$ cat src/ptsc_pkg.sv
// ptsc_pkg: constants, state encoding and carriers for the pipe/test/state command block
// assumes one 200 MHz clock and byte streams from same-clock transport logic
// Operation
// - open-receive-pipe is opcode 0x14, length 2, one pipe identifier byte.
// - remote receive pipes start closed; no peer data delivered until opened.
// - open answers command reply, then pipe state event with updated bitmaps.
// - a failed open sends pipe fault event instead of pipe state event; code sends it only on link failure, not for a pipe not in the closed map.
// - radio test is opcode 0x03, length 3, two-byte command, MSB first.
// - radio test result returns in command reply: status, two-byte event MSB first.
// - transmitter test with payload code 11 gives continuous unmodulated carrier.
// - the serial test path can invoke the same radio test operations.
// - state-dump is opcode 0x07, length 1, no parameters.
// - state is dumped one packet per command until all is read.
// - dump status is continue, complete on last packet, or failure.
// - dump reply holds one sequence byte then 1 to 27 state bytes.
// - state-restore is opcode 0x08, repeated until all state written back.
// - after full restore the device resumes the dumped state.
// - restore carries sequence byte then data; reply continue, complete or error.
package ptsc_pkg;
  localparam logic [7:0] OP_OPEN    = 8'h14;
  localparam logic [7:0] OP_RADIO   = 8'h03;
  localparam logic [7:0] OP_DUMP    = 8'h07;
  localparam logic [7:0] OP_RESTORE = 8'h08;
  localparam logic [7:0] LEN_OPEN   = 8'h02;
  localparam logic [7:0] LEN_RADIO  = 8'h03;
  localparam logic [7:0] LEN_DUMP   = 8'h01;
  localparam logic [7:0] LEN_RS_MIN = 8'h03;
  localparam logic [7:0] LEN_RS_MAX = 8'h1d;
  localparam logic [7:0] EV_REPLY   = 8'h84;
  localparam logic [7:0] EV_PSTATE  = 8'h80;
  localparam logic [7:0] EV_PFAULT  = 8'h8d;
  localparam logic [7:0] ST_OK      = 8'h00;
  localparam logic [7:0] ST_CONT    = 8'h01;
  localparam logic [7:0] ST_DONE    = 8'h02;
  localparam logic [7:0] ST_ERR     = 8'h83;
  localparam logic [1:0] DTM_TX     = 2'h2;
  localparam logic [1:0] PKT_CW     = 2'h3;
  localparam int CHUNK      = 27;
  localparam int PKTS       = 2;
  localparam int MEM_BYTES  = 54;
  localparam int PIPES      = 64;
  localparam int ARGS       = 28;
  localparam int EBUF       = 32;
  localparam int FIFO_DEPTH = 8;
  localparam logic [7:0] LAST_SEQ = 8'h01;

  typedef enum logic [5:0] {
    S_LEN  = 6'h01,
    S_OP   = 6'h02,
    S_ARG  = 6'h04,
    S_DO   = 6'h08,
    S_WAIT = 6'h10,
    S_TX   = 6'h20
  } ptsc_state_e;

  typedef struct packed {
    logic        req;
    logic [15:0] cmd;
  } ptsc_radio_s;

  typedef struct packed {
    logic       valid;
    logic [5:0] pipe;
    logic [7:0] data;
  } ptsc_rx_s;

  typedef struct packed {
    ptsc_state_e                  st;
    logic [7:0]                   len;
    logic [7:0]                   op;
    logic [7:0]                   cnt;
    logic [ARGS-1:0][7:0]         arg;
    logic [EBUF-1:0][7:0]         ebuf;
    logic [5:0]                   idx;
    logic                         fol_ps;
    logic                         fol_pf;
    logic                         open_req;
    logic [PIPES-1:0]             openm;
    logic [PIPES-1:0]             closedm;
    logic [MEM_BYTES-1:0][7:0]    mem;
    logic [7:0]                   dseq;
    logic [7:0]                   rseq;
    logic                         restored;
    ptsc_radio_s                  radio;
    logic                         rbusy;
    logic                         rown_uart;
    logic                         carrier;
    logic                         uart_rdy;
    logic                         uart_v;
    logic [15:0]                  uart_evt;
    ptsc_rx_s                     rx;
    logic                         ev_v;
    logic [7:0]                   ev_b;
    logic [7:0]                   mem_rd;
  } ptsc_st_s;
endpackage

$ cat src/ptsc_cmd.sv
// ptsc_cmd: command fifo and interpreter for open pipe, radio test, state dump and restore
// assumes command bytes arrive as length, opcode, payload, all on core_clk_in
`timescale 1ns/1ps

module ptsc_fifo #(
  parameter int W = 8,
  parameter int D = ptsc_pkg::FIFO_DEPTH
) (
  input  wire logic         core_clk_in,
  input  wire logic         nrst_in,
  input  wire logic         in_valid_in,
  output logic              in_ready_out,
  input  wire logic [W-1:0] in_data_in,
  output logic              out_valid_out,
  input  wire logic         out_ready_in,
  output logic [W-1:0]      out_data_out
);
  localparam int AW = $clog2(D);
  typedef struct packed {
    logic [D-1:0][W-1:0] mem;
    logic [AW-1:0]       wp;
    logic [AW-1:0]       rp;
    logic [AW:0]         cnt;
    logic                room;
  } ptsc_fifo_s;
  ptsc_fifo_s r, n;
  logic push, pop;

  always_comb begin
    n = r;
    push = in_valid_in && r.room;
    pop = out_ready_in && (r.cnt != '0);
    if (push) begin
      n.mem[r.wp] = in_data_in;
      n.wp = r.wp + 1'b1;
    end
    if (pop) begin
      n.rp = r.rp + 1'b1;
    end
    n.cnt = r.cnt + (AW+1)'(push) - (AW+1)'(pop);
    n.room = (n.cnt != (AW+1)'(D));
  end

  always_ff @(posedge core_clk_in or negedge nrst_in) begin
    if (!nrst_in) begin
      r <= '0;
      r.room <= 1'b1;
    end else begin
      r <= n;
    end
  end

  assign in_ready_out = r.room;
  assign out_valid_out = (r.cnt != '0);
  assign out_data_out = r.mem[r.rp];
endmodule // ptsc_fifo

module ptsc_cmd (
  input  wire logic                   core_clk_in,
  input  wire logic                   nrst_in,
  input  wire logic                   cmd_valid_in,
  output logic                        cmd_ready_out,
  input  wire logic [7:0]             cmd_byte_in,
  output logic                        evt_valid_out,
  input  wire logic                   evt_ready_in,
  output logic [7:0]                  evt_byte_out,
  input  wire logic                   closed_load_in,
  input  wire logic [ptsc_pkg::PIPES-1:0] closed_map_in,
  output logic                        open_req_out,
  output logic [5:0]                  open_pipe_out,
  input  wire logic                   open_done_in,
  input  wire logic                   open_ok_in,
  output logic [ptsc_pkg::PIPES-1:0]  open_map_out,
  output logic [ptsc_pkg::PIPES-1:0]  closed_pipe_map_out,
  input  wire ptsc_pkg::ptsc_rx_s     peer_rx_in,
  output ptsc_pkg::ptsc_rx_s          deliver_out,
  output ptsc_pkg::ptsc_radio_s       radio_out,
  input  wire logic                   radio_done_in,
  input  wire logic                   radio_ok_in,
  input  wire logic [15:0]            radio_evt_in,
  output logic                        carrier_out,
  input  wire logic                   uart_req_in,
  input  wire logic [15:0]            uart_cmd_in,
  output logic                        uart_ready_out,
  output logic                        uart_rsp_valid_out,
  output logic [15:0]                 uart_rsp_out,
  input  wire logic [5:0]             mem_addr_in,
  output logic [7:0]                  mem_rdata_out,
  output logic                        state_restored_out
);
  ptsc_pkg::ptsc_st_s r, n;
  logic       f_valid, f_pop;
  logic [7:0] f_byte;
  logic       uart_go, host_go, len_bad;
  logic [15:0] rc;
  int         nb;

  ptsc_fifo #(.W(8), .D(ptsc_pkg::FIFO_DEPTH)) u_fifo (
    .core_clk_in   (core_clk_in),
    .nrst_in       (nrst_in),
    .in_valid_in   (cmd_valid_in),
    .in_ready_out  (cmd_ready_out),
    .in_data_in    (cmd_byte_in),
    .out_valid_out (f_valid),
    .out_ready_in  (f_pop),
    .out_data_out  (f_byte)
  );

  function automatic logic cw_sel(input logic [15:0] c);
    cw_sel = (c[15:14] == ptsc_pkg::DTM_TX) && (c[1:0] == ptsc_pkg::PKT_CW);
  endfunction

  always_comb begin
    n = r;
    rc = {r.arg[0], r.arg[1]};
    nb = int'(r.len) - 2;
    f_pop = r.st inside {ptsc_pkg::S_LEN, ptsc_pkg::S_OP, ptsc_pkg::S_ARG};
    n.open_req = 1'b0;
    n.radio.req = 1'b0;
    n.uart_v = 1'b0;
    n.mem_rd = r.mem[mem_addr_in];
    // receive data only on opened pipes
    n.rx.valid = peer_rx_in.valid && r.openm[peer_rx_in.pipe];
    n.rx.pipe = peer_rx_in.pipe;
    n.rx.data = peer_rx_in.data;
    if (closed_load_in) begin
      n.closedm = closed_map_in;
      n.openm = '0;
    end
    len_bad = 1'b0;
    case (r.op)
      ptsc_pkg::OP_OPEN:    len_bad = r.len != ptsc_pkg::LEN_OPEN;
      ptsc_pkg::OP_RADIO:   len_bad = r.len != ptsc_pkg::LEN_RADIO;
      ptsc_pkg::OP_DUMP:    len_bad = r.len != ptsc_pkg::LEN_DUMP;
      ptsc_pkg::OP_RESTORE: len_bad = (r.len < ptsc_pkg::LEN_RS_MIN) ||
                                      (r.len > ptsc_pkg::LEN_RS_MAX);
      default:              len_bad = 1'b1;
    endcase
    // serial test path shares the radio; uart ready drops while a host test waits in S_DO, so the host wins a tie
    uart_go = uart_req_in && r.uart_rdy;
    host_go = (r.st == ptsc_pkg::S_DO) && !len_bad && (r.op == ptsc_pkg::OP_RADIO) &&
              !r.rbusy && !uart_go;
    if (uart_go) begin
      n.radio.req = 1'b1;
      n.radio.cmd = uart_cmd_in;
      n.carrier = cw_sel(uart_cmd_in);
      n.rbusy = 1'b1;
      n.rown_uart = 1'b1;
    end else if (host_go) begin
      n.radio.req = 1'b1;
      n.radio.cmd = rc;
      n.carrier = cw_sel(rc);
      n.rbusy = 1'b1;
      n.rown_uart = 1'b0;
    end
    if (radio_done_in && r.rbusy && r.rown_uart) begin
      n.rbusy = 1'b0;
      n.uart_v = 1'b1;
      n.uart_evt = radio_evt_in;
    end
    case (r.st)
      ptsc_pkg::S_LEN: begin
        if (f_valid) begin
          n.len = f_byte;
          n.cnt = '0;
          n.st = ptsc_pkg::S_OP;
        end
      end
      ptsc_pkg::S_OP: begin
        if (f_valid) begin
          n.op = f_byte;
          n.st = (r.len <= 8'h01) ? ptsc_pkg::S_DO : ptsc_pkg::S_ARG;
        end
      end
      ptsc_pkg::S_ARG: begin
        if (f_valid) begin
          if (int'(r.cnt) < ptsc_pkg::ARGS) begin
            n.arg[r.cnt[4:0]] = f_byte;
          end
          n.cnt = r.cnt + 8'h01;
          if (r.cnt + 8'h02 >= r.len) begin
            n.st = ptsc_pkg::S_DO;
          end
        end
      end
      ptsc_pkg::S_DO: begin
        n.ebuf = '0;
        n.ebuf[0] = 8'h03;
        n.ebuf[1] = ptsc_pkg::EV_REPLY;
        n.ebuf[2] = r.op;
        n.ebuf[3] = ptsc_pkg::ST_ERR;
        n.st = ptsc_pkg::S_TX;
        if (len_bad) begin
          n.ebuf[3] = ptsc_pkg::ST_ERR;
        end else if (r.op == ptsc_pkg::OP_OPEN) begin
          if (r.arg[0] < 8'h40 && r.closedm[r.arg[0][5:0]]) begin
            n.open_req = 1'b1;
            n.st = ptsc_pkg::S_WAIT;
          end
        end else if (r.op == ptsc_pkg::OP_RADIO) begin
          n.st = host_go ? ptsc_pkg::S_WAIT : ptsc_pkg::S_DO;
        end else if (r.op == ptsc_pkg::OP_DUMP) begin
          // one packet per command: sequence byte then a full chunk
          n.ebuf[0] = 8'(4 + ptsc_pkg::CHUNK);
          n.ebuf[4] = r.dseq;
          for (int i = 0; i < ptsc_pkg::CHUNK; i++) begin
            n.ebuf[5+i] = r.mem[int'(r.dseq[0]) * ptsc_pkg::CHUNK + i];
          end
          if (r.dseq == ptsc_pkg::LAST_SEQ) begin
            n.ebuf[3] = ptsc_pkg::ST_DONE;
            n.dseq = '0;
          end else begin
            n.ebuf[3] = ptsc_pkg::ST_CONT;
            n.dseq = r.dseq + 8'h01;
          end
        end else begin
          if (r.arg[0] == r.rseq) begin
            for (int i = 0; i < ptsc_pkg::CHUNK; i++) begin
              if (i < nb) begin
                n.mem[int'(r.rseq[0]) * ptsc_pkg::CHUNK + i] = r.arg[1+i];
              end
            end
            if (r.rseq == ptsc_pkg::LAST_SEQ) begin
              n.ebuf[3] = ptsc_pkg::ST_DONE;
              n.rseq = '0;
              n.restored = 1'b1;
            end else begin
              n.ebuf[3] = ptsc_pkg::ST_CONT;
              n.rseq = r.rseq + 8'h01;
            end
          end else begin
            n.rseq = '0;
          end
        end
      end
      ptsc_pkg::S_WAIT: begin
        if (r.op == ptsc_pkg::OP_OPEN && open_done_in) begin
          n.ebuf[3] = open_ok_in ? ptsc_pkg::ST_OK : ptsc_pkg::ST_ERR;
          n.fol_ps = open_ok_in;
          n.fol_pf = !open_ok_in;
          if (open_ok_in) begin
            n.openm[r.arg[0][5:0]] = 1'b1;
            n.closedm[r.arg[0][5:0]] = 1'b0;
          end
          n.st = ptsc_pkg::S_TX;
        end else if (r.op == ptsc_pkg::OP_RADIO && radio_done_in && !r.rown_uart) begin
          n.rbusy = 1'b0;
          n.ebuf[3] = radio_ok_in ? ptsc_pkg::ST_OK : ptsc_pkg::ST_ERR;
          n.ebuf[0] = radio_ok_in ? 8'h05 : 8'h03;
          n.ebuf[4] = radio_evt_in[15:8];
          n.ebuf[5] = radio_evt_in[7:0];
          n.st = ptsc_pkg::S_TX;
        end
      end
      ptsc_pkg::S_TX: begin
        if (!r.ev_v) begin
          n.ev_v = 1'b1;
          n.ev_b = r.ebuf[0];
          n.idx = 6'h01;
        end else if (evt_ready_in) begin
          if (r.idx == 6'(r.ebuf[0]) + 6'h01) begin
            n.ev_v = 1'b0;
            n.st = ptsc_pkg::S_LEN;
            if (r.fol_ps) begin
              n.fol_ps = 1'b0;
              n.ebuf[0] = 8'h11;
              n.ebuf[1] = ptsc_pkg::EV_PSTATE;
              for (int i = 0; i < 8; i++) begin
                n.ebuf[2+i] = r.openm[8*i +: 8];
                n.ebuf[10+i] = r.closedm[8*i +: 8];
              end
              n.st = ptsc_pkg::S_TX;
            end else if (r.fol_pf) begin
              n.fol_pf = 1'b0;
              n.ebuf[0] = 8'h03;
              n.ebuf[1] = ptsc_pkg::EV_PFAULT;
              n.ebuf[2] = r.arg[0];
              n.ebuf[3] = ptsc_pkg::ST_ERR;
              n.st = ptsc_pkg::S_TX;
            end
          end else begin
            n.ev_b = r.ebuf[r.idx[4:0]];
            n.idx = r.idx + 6'h01;
          end
        end
      end
      default: n.st = ptsc_pkg::S_LEN;
    endcase
    n.uart_rdy = !n.rbusy && !((n.st == ptsc_pkg::S_DO) && (n.op == ptsc_pkg::OP_RADIO));
  end

  always_ff @(posedge core_clk_in or negedge nrst_in) begin
    if (!nrst_in) begin
      r <= '0;
      r.st <= ptsc_pkg::S_LEN;
    end else begin
      r <= n;
    end
  end

  assign evt_valid_out = r.ev_v;
  assign evt_byte_out = r.ev_b;
  assign open_req_out = r.open_req;
  assign open_pipe_out = r.arg[0][5:0];
  assign open_map_out = r.openm;
  assign closed_pipe_map_out = r.closedm;
  assign deliver_out = r.rx;
  assign radio_out = r.radio;
  assign carrier_out = r.carrier;
  assign uart_ready_out = r.uart_rdy;
  assign uart_rsp_valid_out = r.uart_v;
  assign uart_rsp_out = r.uart_evt;
  assign mem_rdata_out = r.mem_rd;
  assign state_restored_out = r.restored;
endmodule // ptsc_cmd

$ cat config.mk
export PLATFORM = sky130hd
export DESIGN_NAME = ptsc_cmd
export DESIGN_NICKNAME = d
export VERILOG_FILES = /design/src/ptsc_pkg.sv /design/src/ptsc_cmd.sv
export SDC_FILE = /design/constraint.sdc
export NUM_CORES = 2
export LEC_CHECK = 0
export ABC_CLOCK_PERIOD_IN_PS = 4100
export BUFFER_PORTS_ARGS = -buffer_cell sky130_fd_sc_hd__buf_4
export CAP_MARGIN = 25
export CORE_MARGIN = 3
export CORE_UTILIZATION = 56
export DETAILED_ROUTE_END_ITERATION = 10
export PLACE_DENSITY = 0.74
export SLEW_MARGIN = 20
export SYNTH_ARGS = -nofsm -noshare
export SYNTH_HDL_FRONTEND = slang
export SYNTH_HIERARCHICAL = 1
export SYNTH_SLANG_ARGS = --single-unit
$ cat constraint.sdc
create_clock -name core_clk_in -period 4.1 [get_ports core_clk_in]
set_input_delay 0.205 -clock core_clk_in [delete_from_list [all_inputs] [get_ports core_clk_in]]
set_output_delay 0.205 -clock core_clk_in [all_outputs]
set_load 0.005 [all_outputs]
Word level (Yosys, flattened, before mapping)
Cells that the tools add are included.
{"block": "totals", "reg_bits": 1241, "output_inout_bits": 205}
{"block": "op_classes", "addsub": 63, "n_mul": 2, "magnitude_cmp": 124, "eq_ne": 38, "mux": 448, "bitwise_logic": 7, "reduce_logical": 78}
{"operator": "$mux W432", "count": 183}
{"operator": "$bwmux W432", "count": 27}
{"operator": "$lt A32 B8 Y1 const B", "count": 52}
{"operator": "$bmux W8 S6", "count": 28}
{"operator": "$demux W8 S6", "count": 27}
{"operator": "$ge A32 B1 Y1 const B", "count": 26}
{"operator": "$mux W8", "count": 101}
{"operator": "$mux W232", "count": 3}
{"operator": "$mux W224", "count": 3}
{"operator": "$add A32 B6 Y32 const B", "count": 20}
{"operator": "$add A32 B5 Y32 const B", "count": 16}
{"operator": "$mux W128", "count": 4}
{"operator": "$mux W144", "count": 2}
{"operator": "$add A32 B4 Y32 const B", "count": 8}
{"operator": "$bwmux W224", "count": 1}
{"operator": "$pmux W96 S2", "count": 1}
{"operator": "$mux W152", "count": 1}
{"operator": "$add A32 B3 Y32 const B", "count": 4}
{"operator": "$mux W112", "count": 1}
{"operator": "$lt A6 B9 Y1 const A", "count": 11}
{"operator": "$mux W6", "count": 16}
{"operator": "$lt A5 B9 Y1 const A", "count": 8}
{"operator": "$pmux W24 S3", "count": 1}
{"operator": "$add A32 B2 Y32 const B", "count": 2}
{"operator": "86 further kinds", "count": 214}

Logic depth before layout (Yosys ltp)
{"block": "depth", "word_depth": 215, "mapped_depth": 13, "ltp_nobuf": 12}

Modules after synthesis
Netlist, hierarchy kept.
{"mod": "ptsc_cmd", "n_inst": 1, "cells_per_inst": 4499, "area_per_inst_um2": 57032.2}
{"mod": "ptsc_fifo", "n_inst": 1, "cells_per_inst": 215, "area_per_inst_um2": 3472.1}

Worst setup path before layout
Ideal clock, no wire load.
{"block": "synth_timing", "path_kind": "reg2reg", "startpoint": "reg r[1154] (netlist name)", "endpoint": "reg r[103] (netlist name)", "setup_ps": 125, "arrival_time_ps": 2754, "slack_ps": 1221, "stages_incl_launch_ff": 12, "n_path_buf": 3, "cell_sequence": "dfrtp_1 -> clkbuf_1 -> inv_1 -> ha_1 -> buf_2 -> o21a_1 -> o32ai_1 -> and3_1 -> buf_2 -> nand2_1 -> o21ai_1 -> mux2_2"}
{"block": "synth_via", "elab_chain_len": 211, "elab_cells_between_ends": 246, "cone_classes": "add/sub: 1; order compare: 29; eq/ne: 3; mux: 210; bitwise: 1; reduce/logical: 2"}
{"element": "start, declared", "line_no": "ptsc_cmd.sv:91", "source": "ptsc_pkg::ptsc_st_s r, n;"}
{"element": "start signal, assigned", "line_no": "ptsc_cmd.sv:297", "source": "r <= n;"}
{"element": "$sub A8 B2 Y9", "line_no": "ptsc_cmd.sv:116", "source": "nb = int'(r.len) - 2;"}
{"element": "$lt A1 B9 Y1", "line_no": "ptsc_cmd.sv:219", "source": "if (i < nb) begin"}
{"element": "$mux W432", "line_no": "ptsc_cmd.sv:219"}
{"element": "$mux W432", "line_no": "ptsc_cmd.sv:217", "source": "if (r.arg[0] == r.rseq) begin"}
{"element": "$mux W432", "line_no": "ptsc_cmd.sv:202", "source": "end else if (r.op == ptsc_pkg::OP_DUMP) begin"}
{"element": "$mux W432", "line_no": "ptsc_cmd.sv:200", "source": "end else if (r.op == ptsc_pkg::OP_RADIO) begin"}
{"element": "$mux W432", "line_no": "ptsc_cmd.sv:195", "source": "end else if (r.op == ptsc_pkg::OP_OPEN) begin"}
{"element": "$mux W432", "line_no": "ptsc_cmd.sv:193", "source": "if (len_bad) begin"}
{"element": "[... 195 more ...]"}
{"element": "$mux W432", "line_no": "ptsc_cmd.sv:217"}
{"element": "$mux W432", "line_no": "ptsc_cmd.sv:202"}
{"element": "$mux W432", "line_no": "ptsc_cmd.sv:200"}
{"element": "$mux W432", "line_no": "ptsc_cmd.sv:195"}
{"element": "$mux W432", "line_no": "ptsc_cmd.sv:193"}
{"element": "$mux W432", "line_no": "ptsc_cmd.sv:161", "source": "case (r.st)"}
{"element": "$bwmux W432", "line_no": "ptsc_cmd.sv:220", "source": "n.mem[int'(r.rseq[0]) * ptsc_pkg::CHUNK + i] = r.arg[1+i];"}
{"element": "$mux W432", "line_no": "ptsc_cmd.sv:219"}
Several ways; a longest one is shown, not always the timed one. The select of a mux whose other input is x is not followed.
A chain may end at the register's enable or synchronous reset.

Worst setup path in the final report
{"block": "layout_timing", "startpoint": "reg r[1154] (netlist name)", "endpoint": "reg r (netlist bit radio_out[1])"}
{"block": "layout_via", "elab_chain_len": 9, "elab_cells_between_ends": 13, "cone_classes": "order compare: 2; eq/ne: 3; mux: 1; reduce/logical: 7"}
{"element": "$lt A8 B2 Y1 or $gt A8 B5 Y1 (tied branches)", "line_no": "ptsc_cmd.sv:135, ptsc_cmd.sv:136"}
{"element": "$logic_or A1 B1 Y1", "line_no": "ptsc_cmd.sv:135", "source": "ptsc_pkg::OP_RESTORE: len_bad = (r.len < ptsc_pkg::LEN_RS_MIN) ||"}
{"element": "$pmux W1 S4 *", "line_no": "ptsc_cmd.sv:131", "source": "case (r.op)"}
{"element": "$logic_not A1 Y1 *", "line_no": "ptsc_cmd.sv:141", "source": "host_go = (r.st == ptsc_pkg::S_DO) && !len_bad && (r.op == ptsc_pkg::OP_RADIO) &&"}
{"element": "$logic_and A1 B1 Y1 * (3 in series)", "line_no": "ptsc_cmd.sv:141"}
{"element": "$logic_and A1 B1 Y1 *", "line_no": "ptsc_cmd.sv:142", "source": "!r.rbusy && !uart_go;"}
{"element": "$reduce_bool A2 Y1 (no line) *"}
Every way passes the cells marked *; elsewhere a longest branch is shown, timed or not.

==> reports/qor.txt <==
Storage cell area = 30900 um2
clk sinks = 1233
Syn Area/Cell = 12.8 um2
Hold Path Class = primary input to asynchronous set/reset pin
Hold WS = 0.0753 ns
IO Count = 340
startpoint types = flop
critical path's slowest cell = or3_1
Mapped Cells = 4714
Yosys cell types = 87
R2R cell count = 9
VDD IR max = 0.906 mV
DRT iter0 DRCs = 4316
ys async rst share = 100%
Mapped Area = 60500 um2
layout overhead on the synthesized area = 14.0%
WP depth = 9
sequential fraction of the synthesis area = 51.0%
max incr delay on CP = 0.64 ns
vias in the first global route = 42.6k
GPL Wtd Cong = 0.951
CP startpoint = r[1154]$_DFFE_PN0P_
Tmin final = 3.95 ns
worst path arrival time = 4.53 ns
Synth Warn # = 6
crit share post-route = 96.3%
syn_nets = 4881
CP Max Fanout = 12
worst setup path end = radio_out[1]$_DFFE_PN0P_
crit end category = flop
cts bufs inserted = 132
largest net degree at the start of global routing = 128
Post-synth EDFFs = 0
Hold Fails Final Rpt = 0
Setup violations, final = 0
Longest Clk Path Bufs = 3
total congestion overflow = 0
clock slew at reported path FFs = 0.06 ns
Die Ht = 335 um
Slew Viols, Final = 0
fmax = 253 MHz
commonest non-fill, non-tap cells in the layout = dfrtp_1 (1226), mux2_2 (860), buf_4 (434), mux2i_1 (364), nand2_1 (359)
status = finished clean
Layout Skew = 0.0337 ns
Cell Chain, Critical Path = inv_1, ha_1, nor2b_2, a21oi_1, nand4bb_1, or3_1, buf_4, mux2i_1, a21oi_1
Clock Tree Root = clkbuf_16
R2R Path End = radio_out[1]$_DFFE_PN0P_
WS Path Type = flop to flop
Post-CTS Setup Inserts = 0
# rows = 119
Seq cells post-synth = 1233
drt first pass iters = 6
hpwl dp = 135000 um
top_reg_cell synth = dfrtp_1
WL per Instance = 29.3 um
cell family with most CP delay = simple AND/OR/NAND/NOR gates
drt total wl = 189000 um
pwr dens = 500 nW/um2
worst r2r src = r[1154]$_DFFE_PN0P_
Starting Density = 56.9%
Port Buf Inserts = 339
relative max-transition margin = 31.1%
gr usage total = 33.7%
via count = 42.4k
Most common cell on crit path = a21oi_1
share of cells above drive strength 1 = 36.4%
leading cell type in the layout, fill and taps excluded = dfrtp_1
worst endpoint required time = 4.68 ns
Layout fillers = 7767
Die ar. = 112000 um2
first-pass GRT wire length = 281000 um
Buf/Inv on CP = 2
Clk Latency, worst-skew pair = 0.75 ns
core area = 106000 um2
TritonCTS clock tree = done
setup TNS = 0 ns
multi-input combinational cell area = 26600 um2
initial antenna violation count = 5
leakage = 31.4 nW
Die X = 335 um
max-cap violations = 0
Worst-Margin Slew = 1.03 ns
Nets = 5120
post-route ant nets = 0
R2R setup slack = 0.15 ns
H-tree levels = 4
Vias/cell = 6.58
Remaining DRCs = 0
unrepaired setup endpoints after global routing = false
[routing by layer]
layer | track usage (%) | up-vias | part of all wire, %
li1 | - | 17475 | -
met1 | 44.3 | 22060 | 38
met2 | 52.6 | 2381 | 46
met3 | 8.17 | 523 | 9.4
met4 | 17.5 | 6 | 5.9
met5 | 0 | - | 0.020
[area by class of cell]
cell class              count  area share, %
inverters                 114          0.620
diodes                      5         0.0181
repair buffers            585           7.22
well taps                1391           2.52
clock buffers             193           5.68
clock inverters            45          0.656
flip-flops and latches   1233           44.7
multi-input cells        2887           38.6
[through the flow]
| stage | total power [mW] | utilization [%] | instance area (um2) | instances | setup slack [ns] |
|---|---|---|---|---|---|
| 6_report | 34.5 | 64.9 | 69000 | 6453 | 0.153 |
| 5_1_grt | 35.6 | 64.9 | 69000 | 6448 | 0.183 |
| 4_1_cts | 34.5 | 64.9 | 69000 | 6448 | 0.245 |
| 3_5_place_dp | 22.4 | 59.6 | 63300 | 6081 | -0.0809 |
| 3_3_place_gp | 22.2 | 59.6 | 63300 | 6081 | -0.0195 |
| 2_1_floorplan | 18.9 | - | 60500 | 4714 | 1.22 |
[Yosys cell counts (all sizes together) (25+ instances only)]
cell type,n,share of area [%]
o22ai,112,1.5
a31oi,27,0.31
clkbuf,204,1.3
a21oi,112,0.93
nand2,360,2.2
o21ai,254,2.1
nor3,29,0.26
nor2,162,1.1
xnor2,25,0.36
dfrtp,1231,51
nand3,52,0.43
mux2,874,16
mux2i,364,6.0
buf,276,3.1
mux4,225,8.4
ha,31,0.64
inv,111,0.69
[state kept, by name, summed over array words and instances, names as in the netlist, 6 cells and up, named ones only]
signal / count
evt_byte_out: 8
u_fifo/r: 74
mem_rdata_out: 8
radio_out: 17
uart_rsp_out: 16
open_map_out: 64
open_pipe_out: 6
deliver_out: 15
closed_pipe_map_out: 64
r: 874
[kinds of logic (layout without fill, tap and decap cells)]
family,Yosys count,after routing,share of synthesized area (%)
xor+xnor,38,38,0.550
compound gates,618,618,6.37
mux,1463,1463,30.7
other cells,0,5,0
buf+inv,594,937,5.10
flops,1233,1233,51.0
simple gates,736,736,5.60
fa+ha+maj,32,32,0.674
[worst min path at each step]
stage,from,to,slack [ns],cells after the start
2_1_floorplan,nrst_in,asynchronous set/reset pin,-0.09,0
3_5_place_dp,nrst_in,u_fifo/r[21]$_DFFE_PN0P_,0.26,1
3_3_place_gp,nrst_in,u_fifo/r[37]$_DFFE_PN0P_,0.26,1
4_1_cts,mem_addr_in[4],mem_rdata_out[2]$_DFF_PN0_,0.04,4
5_1_grt,peer_rx_in[1],deliver_out[1]$_DFF_PN0_,0.10,2
6_report,nrst_in,u_fifo/r[37]$_DFFE_PN0P_,0.08,2
[power breakdown]
| part | total [mW] | switching (mW) | internal [mW] |
|---|---|---|---|
| clock | 12.0 | 4.98 | 7.03 |
| sequential | 14.3 | 1.08 | 13.2 |
| combinational | 8.21 | 5.12 | 3.10 |
| total | 34.5 | 11.2 | 23.3 |
[timing repair]
action / 4_1_cts / 5_1_grt
hold buffers: 129 / 0
hold endpoints to repair: 314 / 0
gates resized for setup: 1 / 0
setup endpoints to repair: 10 / 0
Power figures use the tool's default switching activity.
